<file path="src/swm_pkg.sv">
// Package: constants, field layout and carrier types for the write port
package swm_pkg;

   // ----------------------------------------------------------------
   // Data path geometry
   // ----------------------------------------------------------------
   localparam int DATA_W = 36;
   localparam int LANES = 4;
   localparam int LANE_W = 9;
   localparam int NIB_W = 4;
   localparam int BURST_AW = 4;
   localparam int WORD_AW = BURST_AW + 2;
   localparam int FIFO_DEPTH = 8;

   // ----------------------------------------------------------------
   // Register map (byte addresses)
   // ----------------------------------------------------------------
   localparam logic [7:0] OFS_CFG = 8'h00;
   localparam logic [7:0] OFS_STATUS = 8'h04;
   localparam logic [7:0] OFS_IGNORED = 8'h08;
   localparam logic [7:0] OFS_DROPPED = 8'h0c;
   localparam logic [7:0] OFS_MEM_ADDR = 8'h10;
   localparam logic [7:0] OFS_MEM_DATA = 8'h14;

   localparam int CFG_MODE_LSB = 0;
   localparam int CFG_HOLD_BIT = 4;
   localparam logic [1:0] CFG_MODE_RST = 2'h3;
   localparam logic CFG_HOLD_RST = 1'b0;

   localparam int ST_LEVEL_LSB = 0;
   localparam int ST_FULL_BIT = 8;
   localparam int ST_EMPTY_BIT = 9;
   localparam int ST_OVF_BIT = 16;

   // Width configuration codes
   localparam logic [1:0] MODE_X8 = 2'h0;
   localparam logic [1:0] MODE_X9 = 2'h1;
   localparam logic [1:0] MODE_X18 = 2'h2;
   localparam logic [1:0] MODE_X36 = 2'h3;

   // One clock cycle of write data: the true-edge and complement-edge beats
   typedef struct packed {
      logic [BURST_AW-1:0] addr;
      logic upper;
      logic [DATA_W-1:0] data_r;
      logic [DATA_W-1:0] data_f;
      logic [DATA_W-1:0] en_r;
      logic [DATA_W-1:0] en_f;
   } swm_pair_s;

   localparam int PAIR_W = $bits(swm_pair_s);

endpackage

</file>
<file path="src/swm_write_port.sv">
// Write port of a burst SRAM: lane-masked beat capture, FIFO and APB view
//
// Functional notes
// - x8, both nibble selects low: store 8 bits
// - x8, nibble 0 only: store bits 3:0
// - x8, nibble 1 only: store bits 7:4
// - x18, both byte selects low: store 18 bits
// - x18, byte 0 only: store bits 8:0
// - x18, byte 1 only: store bits 17:9
// - all selects high: beat writes nothing
// - x36, all four selects low: store 36 bits
// - x36, single select stores its lane only
// - x9, one select governs bits 8:0
// - mask sampled per edge, one per beat
// - masks count only inside a started write
// - four beats fill two cycles after address
// - write on consecutive rise is ignored
//
// Our own choices: the APB slave port and the placing of the registers.

// ------------------------------------------------------------------
// Synchronous FIFO
// ------------------------------------------------------------------
module swm_fifo #(
   parameter int WIDTH = 8,
   parameter int DEPTH = 8
) (
   input wire logic pclk,
   input wire logic presetn,
   input wire logic in_valid,
   output logic in_ready,
   input wire logic [WIDTH-1:0] in_data,
   output logic out_valid,
   input wire logic out_ready,
   output logic [WIDTH-1:0] out_data,
   output logic [$clog2(DEPTH+1)-1:0] level
);
   localparam int PW = $clog2(DEPTH);
   logic [WIDTH-1:0] store [DEPTH];
   logic [PW-1:0] wr_ptr;
   logic [PW-1:0] rd_ptr;
   logic push;
   logic pop;
   assign in_ready = (level != DEPTH[$clog2(DEPTH+1)-1:0]);
   assign out_valid = (level != '0);
   assign push = in_valid && in_ready;
   assign pop = out_valid && out_ready;
   assign out_data = store[rd_ptr];
   always_ff @(posedge pclk) begin
      if (push) begin
         store[wr_ptr] <= in_data;
      end
   end
   always_ff @(posedge pclk or negedge presetn) begin
      if (!presetn) begin
         wr_ptr <= '0;
         rd_ptr <= '0;
         level <= '0;
      end else begin
         if (push) begin
            wr_ptr <= (wr_ptr == PW'(DEPTH - 1)) ? '0 : wr_ptr + 1'b1;
         end
         if (pop) begin
            rd_ptr <= (rd_ptr == PW'(DEPTH - 1)) ? '0 : rd_ptr + 1'b1;
         end
         if (push && !pop) begin
            level <= level + 1'b1;
         end else if (pop && !push) begin
            level <= level - 1'b1;
         end
      end
   end
endmodule

// ------------------------------------------------------------------
// Top of the write port
// ------------------------------------------------------------------
module swm_write_port
   import swm_pkg::*;
(
   input wire logic pclk,
   input wire logic presetn,
   input wire logic psel,
   input wire logic penable,
   input wire logic pwrite,
   input wire logic [7:0] paddr,
   input wire logic [31:0] pwdata,
   output logic [31:0] prdata,
   output logic pready,
   output logic pslverr,
   input wire logic write_port_select_n,
   input wire logic [BURST_AW-1:0] wr_addr,
   input wire logic [DATA_W-1:0] wr_data_rise,
   input wire logic [DATA_W-1:0] wr_data_fall,
   input wire logic [LANES-1:0] byte_lane_write_mask_rise,
   input wire logic [LANES-1:0] byte_lane_write_mask_fall,
   output logic wr_ready
);

   // ----------------------------------------------------------------
   // Lane decode, shared by both edges
   // ----------------------------------------------------------------
   // Mask bits are active low; x8 uses bits 1:0 as the nibble selects
   function automatic logic [DATA_W-1:0] lane_enable(
      input logic [1:0] mode,
      input logic [LANES-1:0] mask_n
   );
      logic [DATA_W-1:0] en;
      en = '0;
      case (mode)
         MODE_X8: begin
            en[NIB_W-1:0] = {NIB_W{~mask_n[0]}};
            en[2*NIB_W-1:NIB_W] = {NIB_W{~mask_n[1]}};
         end
         MODE_X9: en[LANE_W-1:0] = {LANE_W{~mask_n[0]}};
         MODE_X18: begin
            en[LANE_W-1:0] = {LANE_W{~mask_n[0]}};
            en[2*LANE_W-1:LANE_W] = {LANE_W{~mask_n[1]}};
         end
         default: begin
            for (int i = 0; i < LANES; i++) begin
               en[i*LANE_W +: LANE_W] = {LANE_W{~mask_n[i]}};
            end
         end
      endcase
      // All selects high leaves en at zero: nothing stored
      // Lanes are decoded one by one, so mixed masks just work
      return en;
   endfunction

   // ----------------------------------------------------------------
   // Pin synchronisers
   // ----------------------------------------------------------------
   localparam int PIN_W = 1 + BURST_AW + 2 * DATA_W + 2 * LANES;
   logic [PIN_W-1:0] pin_meta;
   logic [PIN_W-1:0] pin_sync;
   logic sel_n_s;
   logic [BURST_AW-1:0] addr_s;
   logic [DATA_W-1:0] data_r_s;
   logic [DATA_W-1:0] data_f_s;
   logic [LANES-1:0] mask_r_s;
   logic [LANES-1:0] mask_f_s;
   // Select idles high so reset does not fake a write request
   always_ff @(posedge pclk or negedge presetn) begin
      if (!presetn) begin
         pin_meta <= {1'b1, {(PIN_W-1){1'b0}}};
         pin_sync <= {1'b1, {(PIN_W-1){1'b0}}};
      end else begin
         pin_meta <= {write_port_select_n, wr_addr, wr_data_rise,
                      wr_data_fall, byte_lane_write_mask_rise,
                      byte_lane_write_mask_fall};
         pin_sync <= pin_meta;
      end
   end
   // All pins share one delay, so beats stay aligned with their request
   assign {sel_n_s, addr_s, data_r_s, data_f_s, mask_r_s, mask_f_s} =
      pin_sync;

   // ----------------------------------------------------------------
   // Control registers
   // ----------------------------------------------------------------
   logic [1:0] cfg_mode;
   logic cfg_hold;
   logic ovf_flag;
   logic [15:0] ignored_cnt;
   logic [15:0] dropped_cnt;
   logic [WORD_AW-1:0] mem_addr;

   // ----------------------------------------------------------------
   // Write burst sequencing
   // ----------------------------------------------------------------
   typedef enum logic [1:0] {ph_idle, ph_first, ph_second} swm_phase_e;
   swm_phase_e phase;
   swm_phase_e next_phase;
   logic [BURST_AW-1:0] burst_addr;
   logic req_take;
   logic req_drop;
   // A request right after an accepted one is discarded
   assign req_take = !sel_n_s && (phase != ph_first);
   assign req_drop = !sel_n_s && (phase == ph_first);
   always_comb begin
      next_phase = ph_idle;
      case (phase)
         ph_idle: next_phase = req_take ? ph_first : ph_idle;
         ph_first: next_phase = ph_second;
         ph_second: next_phase = req_take ? ph_first : ph_idle;
         default: next_phase = ph_idle;
      endcase
   end
   always_ff @(posedge pclk or negedge presetn) begin
      if (!presetn) begin
         phase <= ph_idle;
         burst_addr <= '0;
      end else begin
         phase <= next_phase;
         if (req_take) begin
            burst_addr <= addr_s;
         end
      end
   end

   // ----------------------------------------------------------------
   // Beat capture into the FIFO
   // ----------------------------------------------------------------
   swm_pair_s pair_in;
   swm_pair_s pair_out;
   logic pair_valid;
   logic pair_out_valid;
   logic pair_out_ready;
   logic [$clog2(FIFO_DEPTH+1)-1:0] fifo_level;
   logic [PAIR_W-1:0] pair_out_bits;
   // Only cycles that carry data of an accepted write count
   assign pair_valid = (phase != ph_idle);
   assign pair_in.addr = burst_addr;
   assign pair_in.upper = (phase == ph_second);
   assign pair_in.data_r = data_r_s;
   assign pair_in.data_f = data_f_s;
   // Each edge has its own mask, taken with its own beat
   assign pair_in.en_r = lane_enable(cfg_mode, mask_r_s);
   assign pair_in.en_f = lane_enable(cfg_mode, mask_f_s);
   swm_fifo #(
      .WIDTH(PAIR_W),
      .DEPTH(FIFO_DEPTH)
   ) u_fifo (
      .pclk(pclk),
      .presetn(presetn),
      .in_valid(pair_valid),
      .in_ready(wr_ready),
      .in_data(pair_in),
      .out_valid(pair_out_valid),
      .out_ready(pair_out_ready),
      .out_data(pair_out_bits),
      .level(fifo_level)
   );
   assign pair_out = swm_pair_s'(pair_out_bits);

   // ----------------------------------------------------------------
   // Array update
   // ----------------------------------------------------------------
   logic [DATA_W-1:0] mem [2**WORD_AW];
   logic [WORD_AW-1:0] idx_r;
   logic [WORD_AW-1:0] idx_f;
   logic apb_mem_rd;

   // Draining pauses while software holds it or reads the array, so a
   // read never sees half a beat pair; the FIFO absorbs the stall
   assign apb_mem_rd = psel && (paddr == OFS_MEM_DATA) && !pwrite;
   assign pair_out_ready = !cfg_hold && !apb_mem_rd;
   assign idx_r = {pair_out.addr, pair_out.upper, 1'b0};
   assign idx_f = {pair_out.addr, pair_out.upper, 1'b1};

   // Storage has no reset, like the array it models
   always_ff @(posedge pclk) begin
      if (pair_out_valid && pair_out_ready) begin
         mem[idx_r] <= (mem[idx_r] & ~pair_out.en_r) |
                       (pair_out.data_r & pair_out.en_r);
         mem[idx_f] <= (mem[idx_f] & ~pair_out.en_f) |
                       (pair_out.data_f & pair_out.en_f);
      end
   end

   // ----------------------------------------------------------------
   // APB slave
   // ----------------------------------------------------------------
   logic ack;
   logic acc;
   logic wr_acc;
   logic mapped;
   // One wait state: the read word is registered before pready
   assign acc = psel && penable && !ack;
   assign pready = psel && penable && ack;
   assign wr_acc = pready && pwrite;
   always_comb begin
      if (paddr inside {OFS_CFG, OFS_STATUS, OFS_IGNORED, OFS_DROPPED,
                        OFS_MEM_ADDR, OFS_MEM_DATA}) begin
         mapped = 1'b1;
      end else begin
         mapped = 1'b0;
      end
   end

   always_ff @(posedge pclk or negedge presetn) begin
      if (!presetn) begin
         ack <= 1'b0;
         pslverr <= 1'b0;
      end else begin
         ack <= acc;
         pslverr <= acc && !mapped;
      end
   end

   always_ff @(posedge pclk or negedge presetn) begin
      if (!presetn) begin
         prdata <= '0;
      end else if (acc && !pwrite) begin
         prdata <= '0;
         if (paddr == OFS_CFG) begin
            prdata[CFG_MODE_LSB +: 2] <= cfg_mode;
            prdata[CFG_HOLD_BIT] <= cfg_hold;
         end else if (paddr == OFS_STATUS) begin
            prdata[ST_LEVEL_LSB +: $bits(fifo_level)] <= fifo_level;
            prdata[ST_FULL_BIT] <= !wr_ready;
            prdata[ST_EMPTY_BIT] <= !pair_out_valid;
            prdata[ST_OVF_BIT] <= ovf_flag;
         end else if (paddr == OFS_IGNORED) begin
            prdata[15:0] <= ignored_cnt;
         end else if (paddr == OFS_DROPPED) begin
            prdata[15:0] <= dropped_cnt;
         end else if (paddr == OFS_MEM_ADDR) begin
            prdata[WORD_AW-1:0] <= mem_addr;
         end else if (paddr == OFS_MEM_DATA) begin
            // Bits 35:32 of an array word have no place in a bus word
            prdata <= mem[mem_addr][31:0];
         end
      end else begin
         prdata <= '0;
      end
   end
   // Configuration and array pointer
   always_ff @(posedge pclk or negedge presetn) begin
      if (!presetn) begin
         cfg_mode <= CFG_MODE_RST;
         cfg_hold <= CFG_HOLD_RST;
         mem_addr <= '0;
      end else if (wr_acc && mapped) begin
         if (paddr == OFS_CFG) begin
            cfg_mode <= pwdata[CFG_MODE_LSB +: 2];
            cfg_hold <= pwdata[CFG_HOLD_BIT];
         end else if (paddr == OFS_MEM_ADDR) begin
            mem_addr <= pwdata[WORD_AW-1:0];
         end
      end
   end

   // Overflow flag: a new loss wins over a clear in the same cycle
   always_ff @(posedge pclk or negedge presetn) begin
      if (!presetn) begin
         ovf_flag <= 1'b0;
      end else if (pair_valid && !wr_ready) begin
         ovf_flag <= 1'b1;
      end else if (wr_acc && paddr == OFS_STATUS && pwdata[ST_OVF_BIT]) begin
         ovf_flag <= 1'b0;
      end
   end

   // Counters saturate; a write to a counter clears it unless a new event arrives in the same cycle
   always_ff @(posedge pclk or negedge presetn) begin
      if (!presetn) begin
         ignored_cnt <= '0;
      end else if (req_drop && ignored_cnt != 16'hffff) begin
         ignored_cnt <= ignored_cnt + 16'h0001;
      end else if (wr_acc && paddr == OFS_IGNORED && !req_drop) begin
         ignored_cnt <= '0;
      end
   end

   always_ff @(posedge pclk or negedge presetn) begin
      if (!presetn) begin
         dropped_cnt <= '0;
      end else if (pair_valid && !wr_ready && dropped_cnt != 16'hffff) begin
         dropped_cnt <= dropped_cnt + 16'h0001;
      end else if (wr_acc && paddr == OFS_DROPPED &&
                   !(pair_valid && !wr_ready)) begin
         dropped_cnt <= '0;
      end
   end
endmodule

</file>
<file path="config.mk">
export PLATFORM = sky130hd
export DESIGN_NAME = swm_write_port
export DESIGN_NICKNAME = d
export VERILOG_FILES = /design/src/swm_pkg.sv /design/src/swm_write_port.sv
export SDC_FILE = /design/constraint.sdc
export NUM_CORES = 2
export LEC_CHECK = 0
export ABC_AREA = 1
export BUFFER_PORTS_ARGS = -buffer_cell sky130_fd_sc_hd__buf_2
export CAP_MARGIN = 40
export CORE_MARGIN = 3
export CORE_UTILIZATION = 40
export DETAILED_ROUTE_END_ITERATION = 8
export PLACE_DENSITY = 0.61
export SETUP_SLACK_MARGIN = 0.15
export SYNTH_ARGS = -nofsm -noshare
export SYNTH_HDL_FRONTEND = slang
export SYNTH_HIERARCHICAL = 1
export SYNTH_SLANG_ARGS = --single-unit
</file>
<file path="constraint.sdc">
create_clock -name pclk -period 14.5 [get_ports pclk]
set_input_delay 2.9 -clock pclk [delete_from_list [all_inputs] [get_ports pclk]]
set_output_delay 2.9 -clock pclk [all_outputs]
set_load 0.02 [all_outputs]
</file>
# Word-level counts from Yosys, hierarchy flattened
# Memories as Yosys holds them, arrays and structs flattened.
# Index checks and enable logic that the tools add are counted.
# op_classes
bitwise_logic,17
addsub,6
n_eq_ne,15
n_mux,49
reduce_logical,52
# op_table
op,count
2-to-1 mux 32 bit,8
AND 36 bit,4
2-to-1 mux 16 bit,8
NOT 36 bit,2
OR 36 bit,2
2-to-1 mux 18 bit,2
"adder 16 x 1 -> 16 bit, second input constant",2
"inequality test 16 bit, second input constant",2
2-to-1 mux 27 bit,1
2-to-1 mux 26 bit,1
logical AND 1 bit,25
2-to-1 mux 9 bit,2
"== test 8 x 4 -> 1 bit, second input constant",2
"== test 8 x 5 -> 1 bit, second input constant",2
2-to-1 mux 4 bit,4
2-to-1 mux 8 bit,2
2-to-1 mux 15 bit,1
logical NOT 1 bit,12
2-to-1 mux 1 bit,12
2-to-1 mux 6 bit,2
nonzero test 2 bit,5
NOT 1 bit,9
"== test 8 x 3 -> 1 bit, second input constant",1
logical NOT 8 bit,1
18 further kinds,27
# totals
elab_cells,157
memories,2
inputBits,130
regBits,262
ram_bits,3496
out_inout_bits,35
# memory_table
name,depth,width,rd,rd_ports_with_merged_regs,wr,line,source
mem,64,36,3,0,2,swm_write_port.sv:240,logic [DATA_W-1:0] mem [2**WORD_AW];
u_fifo.store,8,149,1,0,1,swm_write_port.sv:39,logic [WIDTH-1:0] store [DEPTH];

# Longest topological paths before layout
# logic_depth
depth_word,14
depth_mapped,23
mapped_depth_nobuf,18

# By module
# Netlist, hierarchy kept.
# by_module_without_submodules
module,seq_area_each_um2,instances,area_per_inst_um2,cells_per_inst
swm_write_port,67810.0,1,102948.7,9272
swm_fifo,36044.6,1,47840.9,4039

# Least setup slack after synthesis
# OpenSTA, ideal clock, no wires.
# synth_path
path_type,reg-to-reg
startpoint,reg u_fifo.level[0]
endpoint,"mem u_fifo/store[1][0] (netlist name), enable pin"
slack_ns,6.591
synth_period_minus_slack_ns,7.909
path_stages_with_launch,7
n_path_buf,0
t_arrival_ns,7.250
t_required_ns,13.841
setup_ns,0.659
cell_sequence,dfrtp_1 nor2_1 nand3_1 nand2_1 inv_2 nand2_1 nor2_1
# synth_between
elab_chain_len,4
# synth_lines
element,line,source
"start, declared",swm_write_port.sv:36,output logic [$clog2(DEPTH+1)-1:0] level
"start signal, assigned",swm_write_port.sv:67,level <= level + 1'b1;
"start signal, assigned",swm_write_port.sv:69,level <= level - 1'b1;
inequality test 4 bit,swm_write_port.sv:44,assign in_ready = (level != DEPTH[$clog2(DEPTH+1)-1:0]);
named net wr_ready,swm_write_port.sv:97,output logic wr_ready
logical AND 1 bit,swm_write_port.sv:46,assign push = in_valid && in_ready;
named net u_fifo.push,swm_write_port.sv:42,logic push;
2-to-1 mux 1 bit,swm_write_port.sv:50,if (push) begin
2-to-1 mux 1 bit (not written as such),swm_write_port.sv:51,store[wr_ptr] <= in_data;
"end, declared",swm_write_port.sv:39,
# The timed path passes the listed nets, and every way through them passes these cells.

==> flow_summary_export.csv <==
group,metric,value,unit
clocking,cts_tree,"done",
cells_and_area,final_nets,12874,
floorplan,die_w,609,µm
routing,routed_wirelength,472000,µm
clocking,clk_pin_slew_worst_paths,0.06,ns
cells_and_area,stdcell_count,17783,
synth,synthCells,12895,
clocking,clock_latency,0.91,ns
synth,syn-num-nets,13035,
synth,synth_area,145000,µm²
setup_path,ff2ff_path_depth,16,
setup_path,ff2ff_setup_slack,7.66,ns
global_route,grt_max_degree,240,
global_route,grt_usage,0.245,
timing,max_slew_margin,0.113,
hold_path,min_path_type,"reg2reg",
routing,ant_nets,0,
floorplan,dieArea,371000,µm²
cells_and_area,areaGrowthSynthToFinish,12.3,%
setup_path,timing.rr.end,"mem[38][23]",
setup_path,end_kind,"flip-flop",
routing,first_iter_violations,12750,
cells_and_area,fillCellCount,32518,
timing,max_freq,146,MHz
setup_path,cp.required,15.08,ns
floorplan,die_y,609,µm
timing,slew_viol_final,0,
clocking,clockRootBuffer,"clkbuf_16",
outcome,status,"finished, final reports clean",
setup_path,r2r_start,"u_fifo/rd_ptr[0]",
cells_and_area,regArea,99600,µm²
floorplan,initial_core_util,0.403,
setup_path,startpoint_type,"flip-flop",
pwr,peakVddDrop,0.312,mV
place,dp_hpwl,263000,µm
global_route,overflow,0,
cells_and_area,drive_gt1_frac,0.0797,
timing,fin_skew,0.0538,ns
setup_path,critPathKind,"reg2reg",
global_route,grt_pass1_wl,679000,µm
routing,drc,0,
setup_path,crit_start,"u_fifo/rd_ptr[0]",
clocking,postCtsHoldBufs,0,
floorplan,row_count,220,
place,port_buffers,131,
run,max_cap_violations,0,
global_route,grt_pass1_vias,100682,
synth,yosysWarningCount,6,
timing,post-route-period-util,0.472,
timing,fin_crit,6.84,ns
setup_path,critPathMaxFanout,131,
clocking,tritoncts_num_sinks,3358,
clocking,clock_path_buffers,4,
place,dp.cells,17151,
routing,vias_per_cell,5.95,
floorplan,io_pins,165,
timing,worst_pin_slew,1.33,ns
clocking,cts_buffers,349,
setup_path,endpoint,"mem[38][23]",
timing,rsz0062_at_grt,"false",
place,gp_congestion,0.843,
routing,wl_per_cell,26.5,µm
clocking,cts_resized,0,
pwr,leakagePower,0.0567,µW
clocking,htree_num_levels,5,
synth,post_synth.cell_area_avg,11.3,µm²
floorplan,core_area,361000,µm²
setup_path,arrival,7.42,ns
routing,dr.pass1.iters,7,
clocking,postCtsSetupBuffers,0,
global_route,antenna_found_initial,21,
cells_and_area,multi_input_area,40600,µm²
routing,vias,105840,
timing,timing_hold_violations_final,0,
pwr,cellPowerDensity,275,nW/µm²
timing,fin_tns_setup,0,ns
timing,setup_viol,0,
[cell usage in the layout, fill, tap and decap left out, types with 9 or more instances in the layout]
master / count
nor4_1: 51
o221ai_1: 52
ha_1: 9
bufinv_16: 28
nand2_1: 2265
buf_12: 29
clkbuf_1: 84
inv_6: 9
edfxtp_1: 3112
clkbuf_16: 361
nand3_1: 621
nor2_4: 45
o211ai_1: 36
clkinv_2: 49
a21oi_1: 490
a31oi_1: 16
buf_4: 203
nor3_1: 15
clkinv_1: 60
a211oi_1: 53
buf_8: 16
o21ai_0: 1122
buf_16: 66
dfrtp_1: 233
clkbuf_8: 19
or2_0: 23
nand4_1: 70
a22oi_1: 857
diode_2: 12
dfrtp_4: 9
a221oi_1: 14
o21ai_1: 449
inv_1: 284
buf_2: 130
nor2_1: 1614
o22ai_1: 392
[how the worst min path moves through the flow]
stage | startpoint | to | cells after the start
floorplan | pin_meta[0] | pin_sync[0] | 0
global placement | pin_meta[81] | pin_sync[81] | 0
detailed placement | pin_meta[11] | pin_sync[11] | 0
CTS | pin_meta[12] | pin_sync[12] | 0
global route | pin_meta[11] | pin_sync[11] | 0
finish | pin_meta[18] | pin_sync[18] | 0
[routing by layer]
metal	vias to the layer above	global-route usage	wire, µm
li1	46663	-	-
met1	52307	0.316	181000
met2	5660	0.403	221000
met3	1194	0.0475	46700
met4	16	0.107	22400
met5	-	0	148
[area by class of cell]
type | count | share of cell area
Antenna cell | 12 | 0.000184
Clock buffer | 464 | 0.0588
Clock inverter | 151 | 0.00889
Inverter | 309 | 0.00763
Multi-Input combinational cell | 8272 | 0.248
Sequential cell | 3358 | 0.610
Tap cell | 4773 | 0.0366
Timing Repair Buffer | 444 | 0.0295
[worst max-delay path, stage by stage (launching register included)]
cell	delay [ns]
dfrtp_4	0.95
inv_8	0.41
o21ai_1	0.28
nand2_1	0.07
nand2_1	0.06
nand2_1	0.21
nor2_4	0.13
buf_4	0.37
buf_4	0.72
buf_4	0.83
buf_4	0.68
a22oi_1	0.23
a21oi_1	0.24
nor4_1	0.16
nand3_1	0.09
o21ai_1	0.06
inv_1	0.70
[sequential cells by signal, summed over array words and instances (netlist names), 4 cells and up]
name / cells
dropped_cnt: 16
prdata: 32
burst_addr: 4
pin_sync: 77
mem: 2048
u_fifo/level: 4
u_fifo/store: 1064
ignored_cnt: 16
pin_meta: 77
mem_addr: 6
[stage by stage]
step	worst slack, ns	total power [µW]	area [µm²]	hold slack (ns)	utilization
after floorplan	7.28	27300	145000	0.331	-
after global placement	6.88	34100	150000	0.332	0.416
after detailed placement	6.93	35600	152000	0.335	0.422
after CTS	7.66	44400	163000	0.348	0.452
after global routing	7.28	46700	163000	0.349	0.453
final	7.66	44900	163000	0.347	0.453
[power by group]
group          switching, µW  internal (µW)
logic                  13900           4650
registers                762          16700
clock network           3700           5140
(Power assumes the default switching activity.)
